==> src/rtl/psb_pkg.sv <==
// constants for the paged sram and special register bank
// assumes a 4-bit core addressing a 6-bit direct data space
package psb_pkg;
   // ---------------------------------------------------------
   // address map
   // ---------------------------------------------------------
   localparam logic [5:0] PSB_OFS_STATUS = 6'h00; // status flags
   localparam logic [5:0] PSB_OFS_E_DIR  = 6'h01; // port e direction
   localparam logic [5:0] PSB_OFS_A_DIR  = 6'h02; // port a direction
   localparam logic [5:0] PSB_OFS_A_DAT  = 6'h03; // port a data
   localparam logic [5:0] PSB_OFS_C_OUT  = 6'h04; // port c output
   localparam logic [5:0] PSB_OFS_B_DIR  = 6'h05; // port b direction
   localparam logic [5:0] PSB_OFS_B_DAT  = 6'h06; // port b data
   localparam logic [5:0] PSB_OFS_SCR1   = 6'h07; // scratch one
   localparam logic [5:0] PSB_OFS_AUD_LO = 6'h08; // sample lowest
   localparam logic [5:0] PSB_OFS_PWMCTL = 6'h09; // pwm and irq control
   localparam logic [5:0] PSB_OFS_AUD_MI = 6'h0a; // sample middle
   localparam logic [5:0] PSB_OFS_AUD_HI = 6'h0b; // sample high
   localparam logic [5:0] PSB_OFS_D_DIR  = 6'h0c; // port d direction
   localparam logic [5:0] PSB_OFS_D_DAT  = 6'h0d; // port d data
   localparam logic [5:0] PSB_OFS_E_DAT  = 6'h0e; // port e data
   localparam logic [5:0] PSB_OFS_SCR2   = 6'h0f; // scratch two
   localparam logic [5:0] PSB_OFS_RSV_A  = 6'h10; // reserved
   localparam logic [5:0] PSB_OFS_FMTCTL = 6'h11; // format and input control
   localparam logic [5:0] PSB_OFS_RSV_B  = 6'h12; // reserved
   localparam logic [5:0] PSB_BIT_LIMIT  = 6'h0f; // last direct bit-op address
   localparam logic [5:0] PSB_SRAM_BASE  = 6'h20; // start of paged window
   localparam int         PSB_SRAM_DEPTH = 128;   // nibbles of sram
   // ---------------------------------------------------------
   // field positions
   // ---------------------------------------------------------
   localparam int PSB_ST_ZERO  = 0; // zero flag
   localparam int PSB_ST_CARRY = 1; // carry flag
   localparam int PSB_ST_PWMFG = 2; // pwm irq flag
   localparam int PSB_PC_PWMON = 0; // pwm on
   localparam int PSB_PC_GIRQ  = 1; // global irq on
   localparam int PSB_FC_TWOS  = 1; // twos complement select
   localparam int PSB_FC_HYST  = 2; // hysteresis input on
   localparam int PSB_SIGN_BIT = 3; // sign inside high nibble
   // ---------------------------------------------------------
   // reset values
   // ---------------------------------------------------------
   localparam logic [3:0] PSB_RST_OE_N = 4'hf; // direction 0000, all inputs
   localparam logic [3:0] PSB_RST_NIB  = 4'h0; // nibble registers
   localparam logic [1:0] PSB_RST_PAGE = 2'h0; // page select
   // sample resolution
   typedef enum logic [1:0] {
      PSB_W8  = 2'b00,
      PSB_W10 = 2'b01,
      PSB_W12 = 2'b10
   } psb_width_e;
endpackage : psb_pkg

==> src/rtl/psb_bank.sv <==
// paged sram and special register bank of the 4-bit core
// assumes the core issues one access per enabled cycle and
// performs read-modify-write as a read followed by a write
//
// Operation
// - 128 sram nibbles, four pages, 2-bit select
// - page select undefined; software loads before use (reset here loads 00)
// - 00H-1FH always reach special registers
// - 20H-3FH reach selected page; sram unreset
// - special registers serve as ordinary operands
// - direct bit ops only at 00H-0FH
// - direction registers, 1 output, reset inputs
// - data read gives pins, write sets latch
// - port c output only, resets 0000
// - two scratch registers at 07H, 0FH
// - status holds pwm, carry, zero flags
// - pwm enable bit0, global irq bit1
// - 8-bit sample from 0AH and 0BH
// - 10-bit sample adds 08H bits 3:2
// - 12-bit sample adds full 08H nibble
// - 11H bit1 selects twos complement format
// - 11H bit2 enables port a hysteresis
`timescale 1ns/1ps
`default_nettype none
module psb_bank
   import psb_pkg::*;
(
   input  wire logic       clock,
   input  wire logic       rst_n,
   input  wire logic       clk_en,
   input  wire logic [5:0] acc_addr,
   input  wire logic       acc_rd,
   input  wire logic       acc_wr,
   input  wire logic [3:0] acc_wdata,
   input  wire logic       bit_op,
   input  wire logic       bit_indirect,
   input  wire logic [1:0] bit_pos,
   input  wire logic       bit_value,
   input  wire logic       load_page_select_instr,
   input  wire logic [1:0] page_value,
   input  wire logic       flag_wr,
   input  wire logic       carry_in,
   input  wire logic       zero_in,
   input  wire logic       pwm_irq_set,
   input  wire logic       ten_bit_option,
   input  wire logic       twelve_bit_option,
   input  wire logic [3:0] pa_in,
   input  wire logic [3:0] pb_in,
   input  wire logic [3:0] pd_in,
   input  wire logic [3:0] pe_in,
   output logic      [3:0] acc_rdata,
   output logic            acc_rvalid,
   output logic      [3:0] pa_out,
   output logic      [3:0] pa_oe_n,
   output logic      [3:0] pb_out,
   output logic      [3:0] pb_oe_n,
   output logic      [3:0] pd_out,
   output logic      [3:0] pd_oe_n,
   output logic      [3:0] pe_out,
   output logic      [3:0] pe_oe_n,
   output logic      [3:0] pc_out,
   output logic      [1:0] sram_page_select,
   output logic            pwm_irq_flag,
   output logic            carry_flag,
   output logic            zero_flag,
   output logic            pwm_on,
   output logic            global_irq_on,
   output logic            twos_complement_select,
   output logic            hysteresis_input_on,
   output logic     [11:0] audio_sample,
   output logic      [1:0] sample_width,
   output logic            sample_sign_bit
);
   // ---------------------------------------------------------
   // helpers
   // ---------------------------------------------------------
   // true for the paged sram window
   function automatic logic is_sram(input logic [5:0] a);
      is_sram = (a >= PSB_SRAM_BASE);
   endfunction : is_sram

   // nibble with one bit forced
   function automatic logic [3:0] put_bit(input logic [3:0] v,
                                          input logic [1:0] p,
                                          input logic       b);
      logic [3:0] r;
      r    = v;
      r[p] = b;
      put_bit = r;
   endfunction : put_bit

   // ---------------------------------------------------------
   // reset release
   // ---------------------------------------------------------
   logic [1:0] rsync_q;   // release shifter
   logic       rst_i_n;   // synchronised reset

   // assert at once, release after two edges
   always_ff @(posedge clock or negedge rst_n) begin
      if (!rst_n) begin
         rsync_q <= 2'b00;
      end else begin
         rsync_q <= {rsync_q[0], 1'b1};
      end
   end
   assign rst_i_n = rsync_q[1];

   // ---------------------------------------------------------
   // pin input conditioning
   // ---------------------------------------------------------
   logic [15:0] pin_s1_q; // first stage, read only by second
   logic [15:0] pin_s2_q; // second stage
   logic [15:0] pin_s3_q; // third stage
   logic [15:0] pin_q;    // accepted level

   // three stages; a bit moves once stages two and three agree
   always_ff @(posedge clock or negedge rst_i_n) begin
      if (!rst_i_n) begin
         pin_s1_q <= 16'h0000;
         pin_s2_q <= 16'h0000;
         pin_s3_q <= 16'h0000;
         pin_q    <= 16'h0000;
      end else if (clk_en) begin
         pin_s1_q <= {pe_in, pd_in, pb_in, pa_in};
         pin_s2_q <= pin_s1_q;
         pin_s3_q <= pin_s2_q;
         pin_q    <= (pin_s2_q & pin_s3_q) | (pin_q & (pin_s2_q | pin_s3_q));
      end
   end

   // ---------------------------------------------------------
   // storage
   // ---------------------------------------------------------
   logic [3:0] sram_q [0:PSB_SRAM_DEPTH-1]; // paged nibbles
   logic [3:0] scr1_q;      // scratch one
   logic [3:0] scr2_q;      // scratch two
   logic [3:0] aud_lo_q;    // sample lowest
   logic [3:0] aud_mi_q;    // sample middle
   logic [3:0] aud_hi_q;    // sample high
   logic [3:0] cur;         // stored value at address
   logic [3:0] rd_mux;      // value a read returns
   logic       bit_ok;      // bit op honoured
   logic       wr_en;       // effective write
   logic [3:0] wr_data;     // effective write data
   logic [6:0] sram_idx;    // page plus offset

   assign sram_idx = {sram_page_select, acc_addr[4:0]};

   // ---------------------------------------------------------
   // access decode
   // ---------------------------------------------------------
   // direct bit ops above the limit are dropped silently
   assign bit_ok  = bit_op & (bit_indirect | (acc_addr <= PSB_BIT_LIMIT));
   assign wr_en   = acc_wr | bit_ok;
   // bit ops modify the latch, never the pin level
   assign wr_data = bit_ok ? put_bit(cur, bit_pos, bit_value) : acc_wdata;

   // stored value and read value per address
   always_comb begin
      cur    = 4'h0;
      rd_mux = 4'h0;
      if (is_sram(acc_addr)) begin
         cur = sram_q[sram_idx];
      end else begin
         case (acc_addr)
            PSB_OFS_STATUS: cur = {1'b0, pwm_irq_flag, carry_flag, zero_flag};
            PSB_OFS_E_DIR:  cur = ~pe_oe_n;
            PSB_OFS_A_DIR:  cur = ~pa_oe_n;
            PSB_OFS_A_DAT:  cur = pa_out;
            PSB_OFS_C_OUT:  cur = pc_out;
            PSB_OFS_B_DIR:  cur = ~pb_oe_n;
            PSB_OFS_B_DAT:  cur = pb_out;
            PSB_OFS_SCR1:   cur = scr1_q;
            PSB_OFS_PWMCTL: cur = {2'b00, global_irq_on, pwm_on};
            PSB_OFS_D_DIR:  cur = ~pd_oe_n;
            PSB_OFS_D_DAT:  cur = pd_out;
            PSB_OFS_E_DAT:  cur = pe_out;
            PSB_OFS_SCR2:   cur = scr2_q;
            PSB_OFS_FMTCTL: cur = {1'b0, hysteresis_input_on, twos_complement_select, 1'b0};
            default:        cur = 4'h0; // write-only, reserved, outside block
         endcase
      end
      // data registers read the pins
      case (acc_addr)
         PSB_OFS_A_DAT: rd_mux = pin_q[3:0];
         PSB_OFS_B_DAT: rd_mux = pin_q[7:4];
         PSB_OFS_D_DAT: rd_mux = pin_q[11:8];
         PSB_OFS_E_DAT: rd_mux = pin_q[15:12];
         default:       rd_mux = cur;
      endcase
   end

   // registered read answer, one cycle after the request
   always_ff @(posedge clock or negedge rst_i_n) begin
      if (!rst_i_n) begin
         acc_rdata  <= 4'h0;
         acc_rvalid <= 1'b0;
      end else if (clk_en) begin
         acc_rvalid <= acc_rd;
         if (acc_rd) begin
            acc_rdata <= rd_mux;
         end
      end
   end

   // ---------------------------------------------------------
   // sram and page select
   // ---------------------------------------------------------
   // no reset on the array: content is undefined at power-up
   always_ff @(posedge clock) begin
      if (clk_en && wr_en && is_sram(acc_addr)) begin
         sram_q[sram_idx] <= wr_data;
      end
   end

   // reset value is a convenience only; software must load it
   always_ff @(posedge clock or negedge rst_i_n) begin
      if (!rst_i_n) begin
         sram_page_select <= PSB_RST_PAGE;
      end else if (clk_en && load_page_select_instr) begin
         sram_page_select <= page_value;
      end
   end

   // ---------------------------------------------------------
   // status flags
   // ---------------------------------------------------------
   // core flag update beats a same-cycle write; pwm set beats clear
   always_ff @(posedge clock or negedge rst_i_n) begin
      if (!rst_i_n) begin
         pwm_irq_flag <= 1'b0;
         carry_flag   <= 1'b0;
         zero_flag    <= 1'b0;
      end else if (clk_en) begin
         if (pwm_irq_set) begin
            pwm_irq_flag <= 1'b1;
         end else if (wr_en && acc_addr == PSB_OFS_STATUS) begin
            pwm_irq_flag <= wr_data[PSB_ST_PWMFG];
         end
         if (flag_wr) begin
            carry_flag <= carry_in;
            zero_flag  <= zero_in;
         end else if (wr_en && acc_addr == PSB_OFS_STATUS) begin
            carry_flag <= wr_data[PSB_ST_CARRY];
            zero_flag  <= wr_data[PSB_ST_ZERO];
         end
      end
   end

   // ---------------------------------------------------------
   // ports
   // ---------------------------------------------------------
   // direction kept inverted so enables leave straight from flops
   always_ff @(posedge clock or negedge rst_i_n) begin
      if (!rst_i_n) begin
         pa_oe_n <= PSB_RST_OE_N;
         pb_oe_n <= PSB_RST_OE_N;
         pd_oe_n <= PSB_RST_OE_N;
         pe_oe_n <= PSB_RST_OE_N;
      end else if (clk_en && wr_en) begin
         case (acc_addr)
            PSB_OFS_A_DIR: pa_oe_n <= ~wr_data;
            PSB_OFS_B_DIR: pb_oe_n <= ~wr_data;
            PSB_OFS_D_DIR: pd_oe_n <= ~wr_data;
            PSB_OFS_E_DIR: pe_oe_n <= ~wr_data;
            default: ;
         endcase
      end
   end

   // output latches and port c
   always_ff @(posedge clock or negedge rst_i_n) begin
      if (!rst_i_n) begin
         pa_out <= PSB_RST_NIB;
         pb_out <= PSB_RST_NIB;
         pd_out <= PSB_RST_NIB;
         pe_out <= PSB_RST_NIB;
         pc_out <= PSB_RST_NIB;
      end else if (clk_en && wr_en) begin
         case (acc_addr)
            PSB_OFS_A_DAT: pa_out <= wr_data;
            PSB_OFS_B_DAT: pb_out <= wr_data;
            PSB_OFS_D_DAT: pd_out <= wr_data;
            PSB_OFS_E_DAT: pe_out <= wr_data;
            PSB_OFS_C_OUT: pc_out <= wr_data;
            default: ;
         endcase
      end
   end

   // ---------------------------------------------------------
   // scratch, control and sample nibbles
   // ---------------------------------------------------------
   // reserved slots have no case item, so their writes vanish
   always_ff @(posedge clock or negedge rst_i_n) begin
      if (!rst_i_n) begin
         scr1_q                 <= PSB_RST_NIB;
         scr2_q                 <= PSB_RST_NIB;
         aud_lo_q               <= PSB_RST_NIB;
         aud_mi_q               <= PSB_RST_NIB;
         aud_hi_q               <= PSB_RST_NIB;
         pwm_on                 <= 1'b0;
         global_irq_on          <= 1'b0;
         twos_complement_select <= 1'b0;
         hysteresis_input_on    <= 1'b0;
      end else if (clk_en && wr_en) begin
         case (acc_addr)
            PSB_OFS_SCR1:   scr1_q   <= wr_data;
            PSB_OFS_SCR2:   scr2_q   <= wr_data;
            PSB_OFS_AUD_LO: aud_lo_q <= wr_data;
            PSB_OFS_AUD_MI: aud_mi_q <= wr_data;
            PSB_OFS_AUD_HI: aud_hi_q <= wr_data;
            PSB_OFS_PWMCTL: begin
               pwm_on        <= wr_data[PSB_PC_PWMON];
               global_irq_on <= wr_data[PSB_PC_GIRQ];
            end
            PSB_OFS_FMTCTL: begin
               twos_complement_select <= wr_data[PSB_FC_TWOS];
               hysteresis_input_on    <= wr_data[PSB_FC_HYST];
            end
            default: ;
         endcase
      end
   end

   // ---------------------------------------------------------
   // sample assembly
   // ---------------------------------------------------------
   psb_width_e width_d; // resolution from the options

   // twelve-bit option outranks ten-bit
   always_comb begin
      if (twelve_bit_option) begin
         width_d = PSB_W12;
      end else if (ten_bit_option) begin
         width_d = PSB_W10;
      end else begin
         width_d = PSB_W8;
      end
   end

   // one cycle behind the nibbles; the engine samples at its own pace
   always_ff @(posedge clock or negedge rst_i_n) begin
      if (!rst_i_n) begin
         audio_sample    <= 12'h000;
         sample_width    <= PSB_W8;
         sample_sign_bit <= 1'b0;
      end else if (clk_en) begin
         sample_width    <= width_d;
         sample_sign_bit <= aud_hi_q[PSB_SIGN_BIT];
         case (width_d)
            PSB_W12: audio_sample <= {aud_hi_q, aud_mi_q, aud_lo_q};
            PSB_W10: audio_sample <= {2'b00, aud_hi_q, aud_mi_q, aud_lo_q[3:2]};
            PSB_W8:  audio_sample <= {4'h0, aud_hi_q, aud_mi_q};
            default: audio_sample <= {4'h0, aud_hi_q, aud_mi_q};
         endcase
      end
   end
endmodule : psb_bank
`default_nettype wire

==> config.mk <==
export PLATFORM = sky130hd
export DESIGN_NAME = psb_bank
export DESIGN_NICKNAME = d
export VERILOG_FILES = /design/src/rtl/psb_pkg.sv /design/src/rtl/psb_bank.sv
export SDC_FILE = /design/constraint.sdc
export NUM_CORES = 1
export LEC_CHECK = 0
export BUFFER_PORTS_ARGS = -buffer_cell sky130_fd_sc_hd__buf_2
export CORE_ASPECT_RATIO = 1.25
export CORE_MARGIN = 2
export CORE_UTILIZATION = 55
export CTS_CLUSTER_SIZE = 20
export DETAILED_ROUTE_END_ITERATION = 10
export PLACE_DENSITY_LB_ADDON = 0.05
export SETUP_SLACK_MARGIN = 0.3
export SYNTH_ARGS = -nofsm -noshare
export SYNTH_HDL_FRONTEND = slang
export SYNTH_SLANG_ARGS = --single-unit
export TNS_END_PERCENT = 100
==> constraint.sdc <==
create_clock -name clock -period 6.75 [get_ports clock]
set_clock_uncertainty 0.2 [all_clocks]
set_input_delay 1.35 -clock clock [delete_from_list [all_inputs] [get_ports clock]]
set_output_delay 1.35 -clock clock [all_outputs]
set_load 0.01 [all_outputs]
After elaboration in Yosys (flattened, before gate mapping)
Memories as Yosys holds them, arrays and structs flattened.
Cells that the tools add are included.

storage, ports and cells
  memories kept = 1
  register bits after elaboration = 151
  output and inout port bits = 65
  RAM bits = 512
  word-level logic and storage cells = 112

memories
  name    words  width  rd ports  clocked after memory_dff  write ports  line             text
  sram_q  128    4      1         0                         1            psb_bank.sv:134  logic [3:0] sram_q [0:PSB_SRAM_DEPTH-1];

cells by class
  bitwise operators = 12
  reduce and logical (&&, ||, !) cells = 27
  $lt $le $gt $ge = 4
  eq/ne operators = 18
  multiplexer cells = 18

operator list
  cell                                                         count
  case mux 4 bit (14 select lines)                             1
  equality test 6 x 4 -> 1 bit (second input constant)         8
  AND reduction 2 bit                                          19
  bitwise AND 16 bit                                           2
  OR 16 bit                                                    2
  equality test 6 x 3 -> 1 bit (second input constant)         4
  case mux 12 bit (2 select lines)                             1
  NOT 4 bit                                                    5
  case mux 4 bit (4 select lines)                              1
  equality test 6 x 2 -> 1 bit (second input constant)         2
  two-way mux 1 bit                                            10
  two-way mux 4 bit                                            2
  equality test 6 x 1 -> 1 bit (second input constant)         1
  equality test 6 x 5 -> 1 bit (second input constant)         1
  >= comparator 6 bit (second input constant)                  1
  <= comparator 6 x 4 -> 1 bit (second input constant)         1
  logical NOT 6 bit                                            1
  logical AND 1 bit                                            5
  bitwise mux 4 bit                                            1
  nonzero test 2 bit                                           2
  less-than comparator 2 x 3 -> 1 bit (second input constant)  1
  demux 1 bit (select 2 bit)                                   1
  equality test 2 x 1 -> 1 bit (second input constant)         1
  equality test 2 bit (second input constant)                  1
  other kinds (4)                                              5

Depth between registers and ports, before layout
Gate-level depths: netlist (run 1).

  depth after elaboration = 8
  mapped depth = 11
  mapped depth without buffers = 7

Worst setup path after synthesis (run 1)
No wires, ideal clock.

  kind = input-to-reg
  from = input port acc_addr[0]
  to = memory sram_q[0][1], data pin
  path buffers = 3
  setup time = 0.830 ns
  slack = -0.247 ns
  stages = 10
  arrival = 5.968 ns
  cells stage by stage = buf_6 -> or3b_1 -> clkbuf_1 -> clkbuf_1 -> o22ai_1 -> nor3_1 -> o21ai_1 -> nand4_1 -> and4_1 -> o21ai_1

between the ends
  word-level cells in the longest chain between the ends = 5

RTL lines
  what                                                                          line             text
  start, declared                                                               psb_bank.sv:31   input wire logic [5:0] acc_addr,
  parallel branches: the longest is 4 deep, another holds memory (128 x 4 bit)  -
  two-way mux 4 bit (*)                                                         psb_bank.sv:156  assign wr_data = bit_ok ? put_bit(cur, bit_pos, bit_value) : acc_wdata;
  via wr_data[1]                                                                psb_bank.sv:144  logic [3:0] wr_data;
  end, declared                                                                 psb_bank.sv:134

Mark *: on every way through the listed nets, which the timed path passes.

Worst setup path in the final report (run 1)
  from = input port acc_addr[3]
  to = memory sram_q[72][1], data pin

The elaborated chain is that of the path after synthesis.

==> run metrics, run 1 <==
Worst Setup Start Kind=primary input; status=complete, no violations; H-Tree Depth=3; Die X=203.8 um; I/O Buffers=109; commonest cells after routing, fill and taps aside=512 x edfxtp_1, 206 x nor2_1, 134 x dfrtp_1; RSZ-0062 raised after global routing=false; die area=51690 um^2; root buffer cell=clkbuf_16; initial drt markers=1487; Tcrit/Tclk final=77.28%; initial antenna violation count=1; synthesized flop and latch total=663; CTS max path bufs=3; combinational share of power=8.7%; Crit Path Class=in -> reg; headroom to the max-slew limit=16.25%; routed via count=15745; vias in the first global route=15762; CP required=6890 ps; largest net degree at the start of global routing=129; CP endpoint kind=flop; First-pass DRT Iterations=5; first-pass GRT wire length=101.6 mm; CTS resizes=0; Leak Pwr=10.93 nW; clk sink count=663; sequential share of power=50.5%; CTS tree=built; average size of a mapped cell=16.17 um^2; WL final=68.14 mm; commonest non-fill, non-tap cell in the layout=edfxtp_1; clk_lat worst skew=610 ps; P_int=0.007245 W; Sw Share=22.91%; r2r worst-path depth=7; die height=253.7 um; FFs w/ async S/R, synth=22.78%; post-synthesis sequential area ratio=69.89%; drt wl/cell=26.99 um; Worst R2R End=sram_q[72][1]$_DFFE_PP_; Design Power=0.009398 W; Most used DFF post-synth=edfxtp_1; minimum clock period=5217 ps; Netlist cell types=79; IO Count=110; worst r2r src=sram_page_select[0]$_DFFE_PN0P_; CTS Buf Count=66; Synth Instances=1696; share of cells above drive strength 1=26.52%; Cell Pwr Density=303.5 nW/um^2; MaxCap Viol Count=0; CP Max Fanout=43; Syn. warnings=0; GPL Wtd Cong=0.8790; ANT cells=0; switching power=0.002153 W; number of fill cells=3551; Sum Neg Setup Slack=0 ps; post-CTS setup buffer count=0; Syn-to-layout area delta=12.89%; Final #Nets=1869; final hold viol count=0; cell area after synthesis=27430 um^2; Hold Path Class=reg -> async; Worst Tran Pin Value=1251 ps; Via-to-Cell Ratio=6.236; hold-fix buffers at CTS=0; final slew viol count=0; final setup violation count=0; number of enable flip-flop cells after synthesis=512; DP Wirelength=43.13 mm; row count=91; initial core utilization=55.64%; worst path arrival time=5360 ps; r2r setup slk=2710 ps; drt drc=0; Max Clock Freq=191.7 MHz; DRT antenna net count=0; GRT Resource Usage Total=26.94%; clk slew on worst S/H paths=60 ps; Core ar.=49300 um^2; syn_nets=1741; VDD IR max=246.6 uV; power share of the clock group=40.8%; grt ovf=0
-- cell usage after synthesis (5+ instances only) --
library cell	count	area share (%)
nor2_1	207	2.8
nand3_1	20	0.36
a21oi_2	11	0.35
mux4_2	93	7.6
o21ai_1	8	0.15
a221oi_1	7	0.22
nand2_1	59	0.81
o221ai_1	10	0.32
inv_1	16	0.22
nor3_1	17	0.31
buf_1	10	0.14
nand4_1	5	0.11
o21ai_0	30	0.55
edfxtp_1	512	56
buf_6	13	0.53
nor2b_1	5	0.11
a22oi_1	21	0.57
a211oi_1	7	0.19
mux2i_1	95	3.5
clkbuf_1	30	0.41
mux2_2	100	4.1
dfstp_2	16	1.5
a22o_1	8	0.26
o22ai_1	13	0.30
a31oi_1	6	0.14
dfrtp_1	135	12
a32oi_1	6	0.19
a21oi_1	66	1.2
a211o_1	8	0.26
nand2b_1	34	0.78
buf_4	14	0.38
buf_2	29	0.53
-- cells by family after synthesis --
group,share of synthesized area (%)
simple gates,6.677
buf+inv,2.226
other cells,0.01367
compound gates,5.984
mux,15.21
flops,69.89
-- how the worst max path moves through the flow --
stage / startpoint / end / slack, ps / depth (start not counted)
2_1_floorplan: acc_addr[0] / sram_q[0][1]$_DFFE_PP_ / 1300 / 10
3_3_place_gp: acc_addr[3] / sram_q[47][1]$_DFFE_PP_ / 1160 / 9
3_5_place_dp: acc_addr[3] / sram_q[47][1]$_DFFE_PP_ / 1020 / 9
4_1_cts: acc_addr[3] / sram_q[72][1]$_DFFE_PP_ / 1650 / 9
5_1_grt: acc_addr[3] / sram_q[76][1]$_DFFE_PP_ / 1440 / 9
6_report: acc_addr[3] / sram_q[72][1]$_DFFE_PP_ / 1530 / 9
-- worst max-delay path, cell delays in order --
cell	delay (ps)
buf_2	620
or3b_1	730
o22ai_1	290
nor3_1	90
o21ai_1	120
nand4_1	200
and4_1	350
o21ai_4	970
buf_4	550
-- metrics by stage --
stage                     cell area, um^2  cells  utilization (%)  hold WS, ps  worst slack, ps
after global routing                30970   2525            62.82        134.2             1439
after detailed placement            28710   2407            58.24        97.58             1023
after floorplan                     27440   1696                -        131.2             1296
after global placement              28710   2407            58.24        96.67             1156
after CTS                           30970   2525            62.82        107.2             1652
final                               30970   2525            62.82        84.56             1533
-- layout make-up --
cell class	count	area [um^2]	share of cell area, %
Clock buffer	85	1808	5.838
Timing Repair Buffer	156	965.9	3.119
Multi-Input combinational cell	920	7690	24.83
Sequential cell	663	19180	61.92
Inverter	17	63.81	0.2060
Clock inverter	33	450.4	1.454
Tap cell	651	814.5	2.630
-- layer usage --
metal  share of wire [%]  vias to the layer above  global-route usage, %
met3                 6.9                      140                  4.706
met1                  41                     8071                  36.29
met2                  49                      672                  44.01
li1                    -                     6860                      -
met5               0.019                        -                      0
met4                 3.4                        2                  10.70
-- power groups by stage --
stage	logic [W]	registers (W)	clock network [W]
global route	0.000881	0.00477	0.00404
finish	0.000814	0.00475	0.00383
CTS	0.000818	0.00475	0.00389
global placement	0.000801	0.00483	0
floorplan	0.000494	0.00483	0
detailed placement	0.000815	0.00483	0
-- flip-flops by register name (all words and copies together) (netlist names), 12 cells and up --
signal / count
pin_s1_q: 16
pin_s3_q: 16
pin_s2_q: 16
audio_sample: 12
sram_q: 512
pin_q: 16
No activity file was read; power rests on OpenSTA's default activity.
==> run 2: changes to the inputs <==
clock period = 5.2 ns   (was 6.75 ns; I/O delays follow)
==> run 2 against run 1 <==
Effect of this change:
- design area grew 0.52%
- die area is the same
- flip-flop and latch count is the same
- worst setup slack lost 520 ps
- clock-buffer cell count grew 2
- register-to-register slack lost 810 ps
- routed wire length grew 1.7%
- sequential power grew 29%
- sequential share of layout area shrank 0.32 points
- utilization grew 0.32 points
- global-route usage grew 0.58 points
- critical path type unchanged
- largest power group unchanged
- highest routed layer is now met4
==> run metrics, run 2 (synthesis gave the netlist of run 1 again) <==
number of flip-flops in the largest register=512 (unchanged); row count=91 (unchanged); die height=253.7 um (unchanged); Worst path most repeated cell=buf_12; Max Clock Freq=238.6 MHz; final setup violation count=0 (unchanged); Die X=203.8 um (unchanged); WL final=69.32 mm (was 68.14 mm); VDD IR max=266.4 uV (was 246.6 uV); MaxCap Viol Count=0 (unchanged); initial drt markers=1369 (was 1487); register area=19180 um^2 (unchanged); clk_lat worst skew=600 ps (was 610 ps); CP endpoint kind=flop (unchanged); CP Max Fanout=128 (was 43); Hold Path Class=reg -> reg (was reg -> async); routed via count=15929 (was 15745); share of cells above drive strength 1=27.56% (was 26.52%); Multi-input gate area=7690 um^2 (unchanged); CP peak stage delay=490 ps (was 970 ps); CTS max path bufs=3 (unchanged); status=complete, no violations (unchanged); initial antenna violation count=0 (was 1); Crit Path Class=in -> reg (unchanged); H-Tree Depth=3 (unchanged); Leak Pwr=11.05 nW (was 10.93 nW); Sum Neg Setup Slack=0 ps (unchanged); ANT cells=0 (unchanged); First-pass DRT Iterations=5 (unchanged); worst hold start=rsync_q[0]$_DFF_PN0_; CTS Buf Count=66 (unchanged); Worst Setup Start Kind=primary input (unchanged); die area=51690 um^2 (unchanged); headroom to the max-slew limit=38.56% (was 16.25%); largest net degree at the start of global routing=150 (was 129); worst r2r src=pb_oe_n[2]$_DFFE_PN1P_ (was sram_page_select[0]$_DFFE_PN0P_); GPL Wtd Cong=0.8894 (was 0.8790); grt ovf=0 (unchanged); number of fill cells=3612 (was 3551); root buffer cell=clkbuf_16 (unchanged); vias in the first global route=16211 (was 15762); RSZ-0062 raised after global routing=false (unchanged); minimum clock period=4190 ps; cell chain of the critical path=buf_6, buf_12, buf_12, mux4_2, a22oi_1, nand3_1, a22oi_1, nand3_1, nand4b_1, nand2_4, buf_12 (was buf_2, or3b_1, o22ai_1, nor3_1, o21ai_1, nand4_1, and4_1, o21ai_4, buf_4); Syn-to-layout area delta=13.48% (was 12.89%); post-CTS setup buffer count=0 (unchanged); Final #Nets=1908 (was 1869); final slew viol count=0 (unchanged); clk sink count=663 (unchanged); CP max-delay cell=buf_6 (was o21ai_4); commonest non-fill, non-tap cell in the layout=edfxtp_1 (unchanged); GRT Resource Usage Total=27.53% (was 26.94%); final hold viol count=0 (unchanged); DRT antenna net count=0 (unchanged); CTS resizes=0 (unchanged); initial core utilization=55.64% (unchanged); Worst Tran Pin Value=913.2 ps (was 1251 ps); drt wl/cell=27.05 um (was 26.99 um); CP required=5210 ps (was 6890 ps); DP Wirelength=45.92 mm (was 43.13 mm); drt drc=0 (unchanged); clk slew on worst S/H paths=60 ps (about the same); Largest Register=sram_q (unchanged); I/O Buffers=109 (unchanged); Buf+Inv Stages, Crit Path=4 (was 2); first-pass GRT wire length=103.8 mm (was 101.6 mm); CTS tree=built (unchanged); worst path arrival time=4200 ps (was 5360 ps); Via-to-Cell Ratio=6.215 (was 6.236); Tcrit/Tclk final=80.58%; Core ar.=49300 um^2 (unchanged); IO Count=110 (unchanged); Cell Pwr Density=376.9 nW/um^2 (was 303.5 nW/um^2); crit path launch=acc_addr[0] (was acc_addr[3]); family with the most delay on the worst path=buffers and inverters (was compound AO/OA/AOI/OAI gates); commonest cells after routing, fill and taps aside=512 x edfxtp_1, 206 x nor2_1, 134 x dfrtp_1 (unchanged); Final Util=63.14% (was 62.82%)
run 2: cell count changes in the layout (fill, tap and decap cells not counted), sizes merged:
cell and delta:
clkinv +9, clkbuf +2, inv +2, buf +38, dlygate4sd3 +1, clkinvlp -4, bufinv -10
run 2: worst register-to-register path, cell delays in order, from the launching register on:
cell and delay, ps:
dfstp_2 550, nand2b_1 110, a211oi_1 120, a2111oi_1 650, o211ai_1 320, mux2i_1 260
o21ai_2 110, a31o_4 390, buf_12 290
run 2: where the power goes:
group | switching (W) | internal, W
Sequential | 0.000159 | 0.00599
Clock | 0.00193 | 0.00253
Combinational | 0.000678 | 0.000437
run 2: layout make-up:
type                            count  area share, %
Timing Repair Buffer              195          4.413
Multi-Input combinational cell    920          24.70
Sequential cell                   663          61.60
Clock inverter                     30         0.5667
Inverter                           17         0.2050
Tap cell                          651          2.617
Clock buffer                       87          5.892
run 2: layer usage:
metal | track usage [%] | wire, um | up-vias
met5 | 0 | 0 | -
met4 | 11.30 | 2477 | 0
met3 | 4.681 | 4936 | 141
met2 | 45.95 | 34490 | 728
met1 | 36.10 | 27420 | 8129
li1 | - | - | 6931
run 2: what timing repair did:
item                                    CTS  global route
endpoints found under the setup margin    0             0
hold endpoints to repair                  2             0
hold buffers                              1             0
run 2: final timing paths:
kind,to,slack [ps],cells after the start
worst max register to register,sram_q[84][2]$_DFFE_PP_,1900,8
max in group asynchronous,audio_sample[4]$_DFFE_PN0P_,3910,1
worst max-delay path,sram_q[27][0]$_DFFE_PP_,1010,11
worst min-delay path,rsync_q[1]$_DFF_PN0_,150,0
worst min register to register,rsync_q[1]$_DFF_PN0_,150,0
min in group asynchronous,pin_s2_q[5]$_DFFE_PN0P_,220,1
run 2: metrics by stage:
step	area (um^2)	hold slack (ps)	setup WS (ps)	cells	power, W
after floorplan	27460	131.2	338.6	1696	0.006908
after global placement	29110	136.9	521.4	2445	0.007347
after detailed placement	29110	137.9	546.0	2445	0.007375
after CTS	31130	151.5	1156	2563	0.01182
after global routing	31130	159.0	926.8	2563	0.01213
final	31130	148.8	1010	2563	0.01173
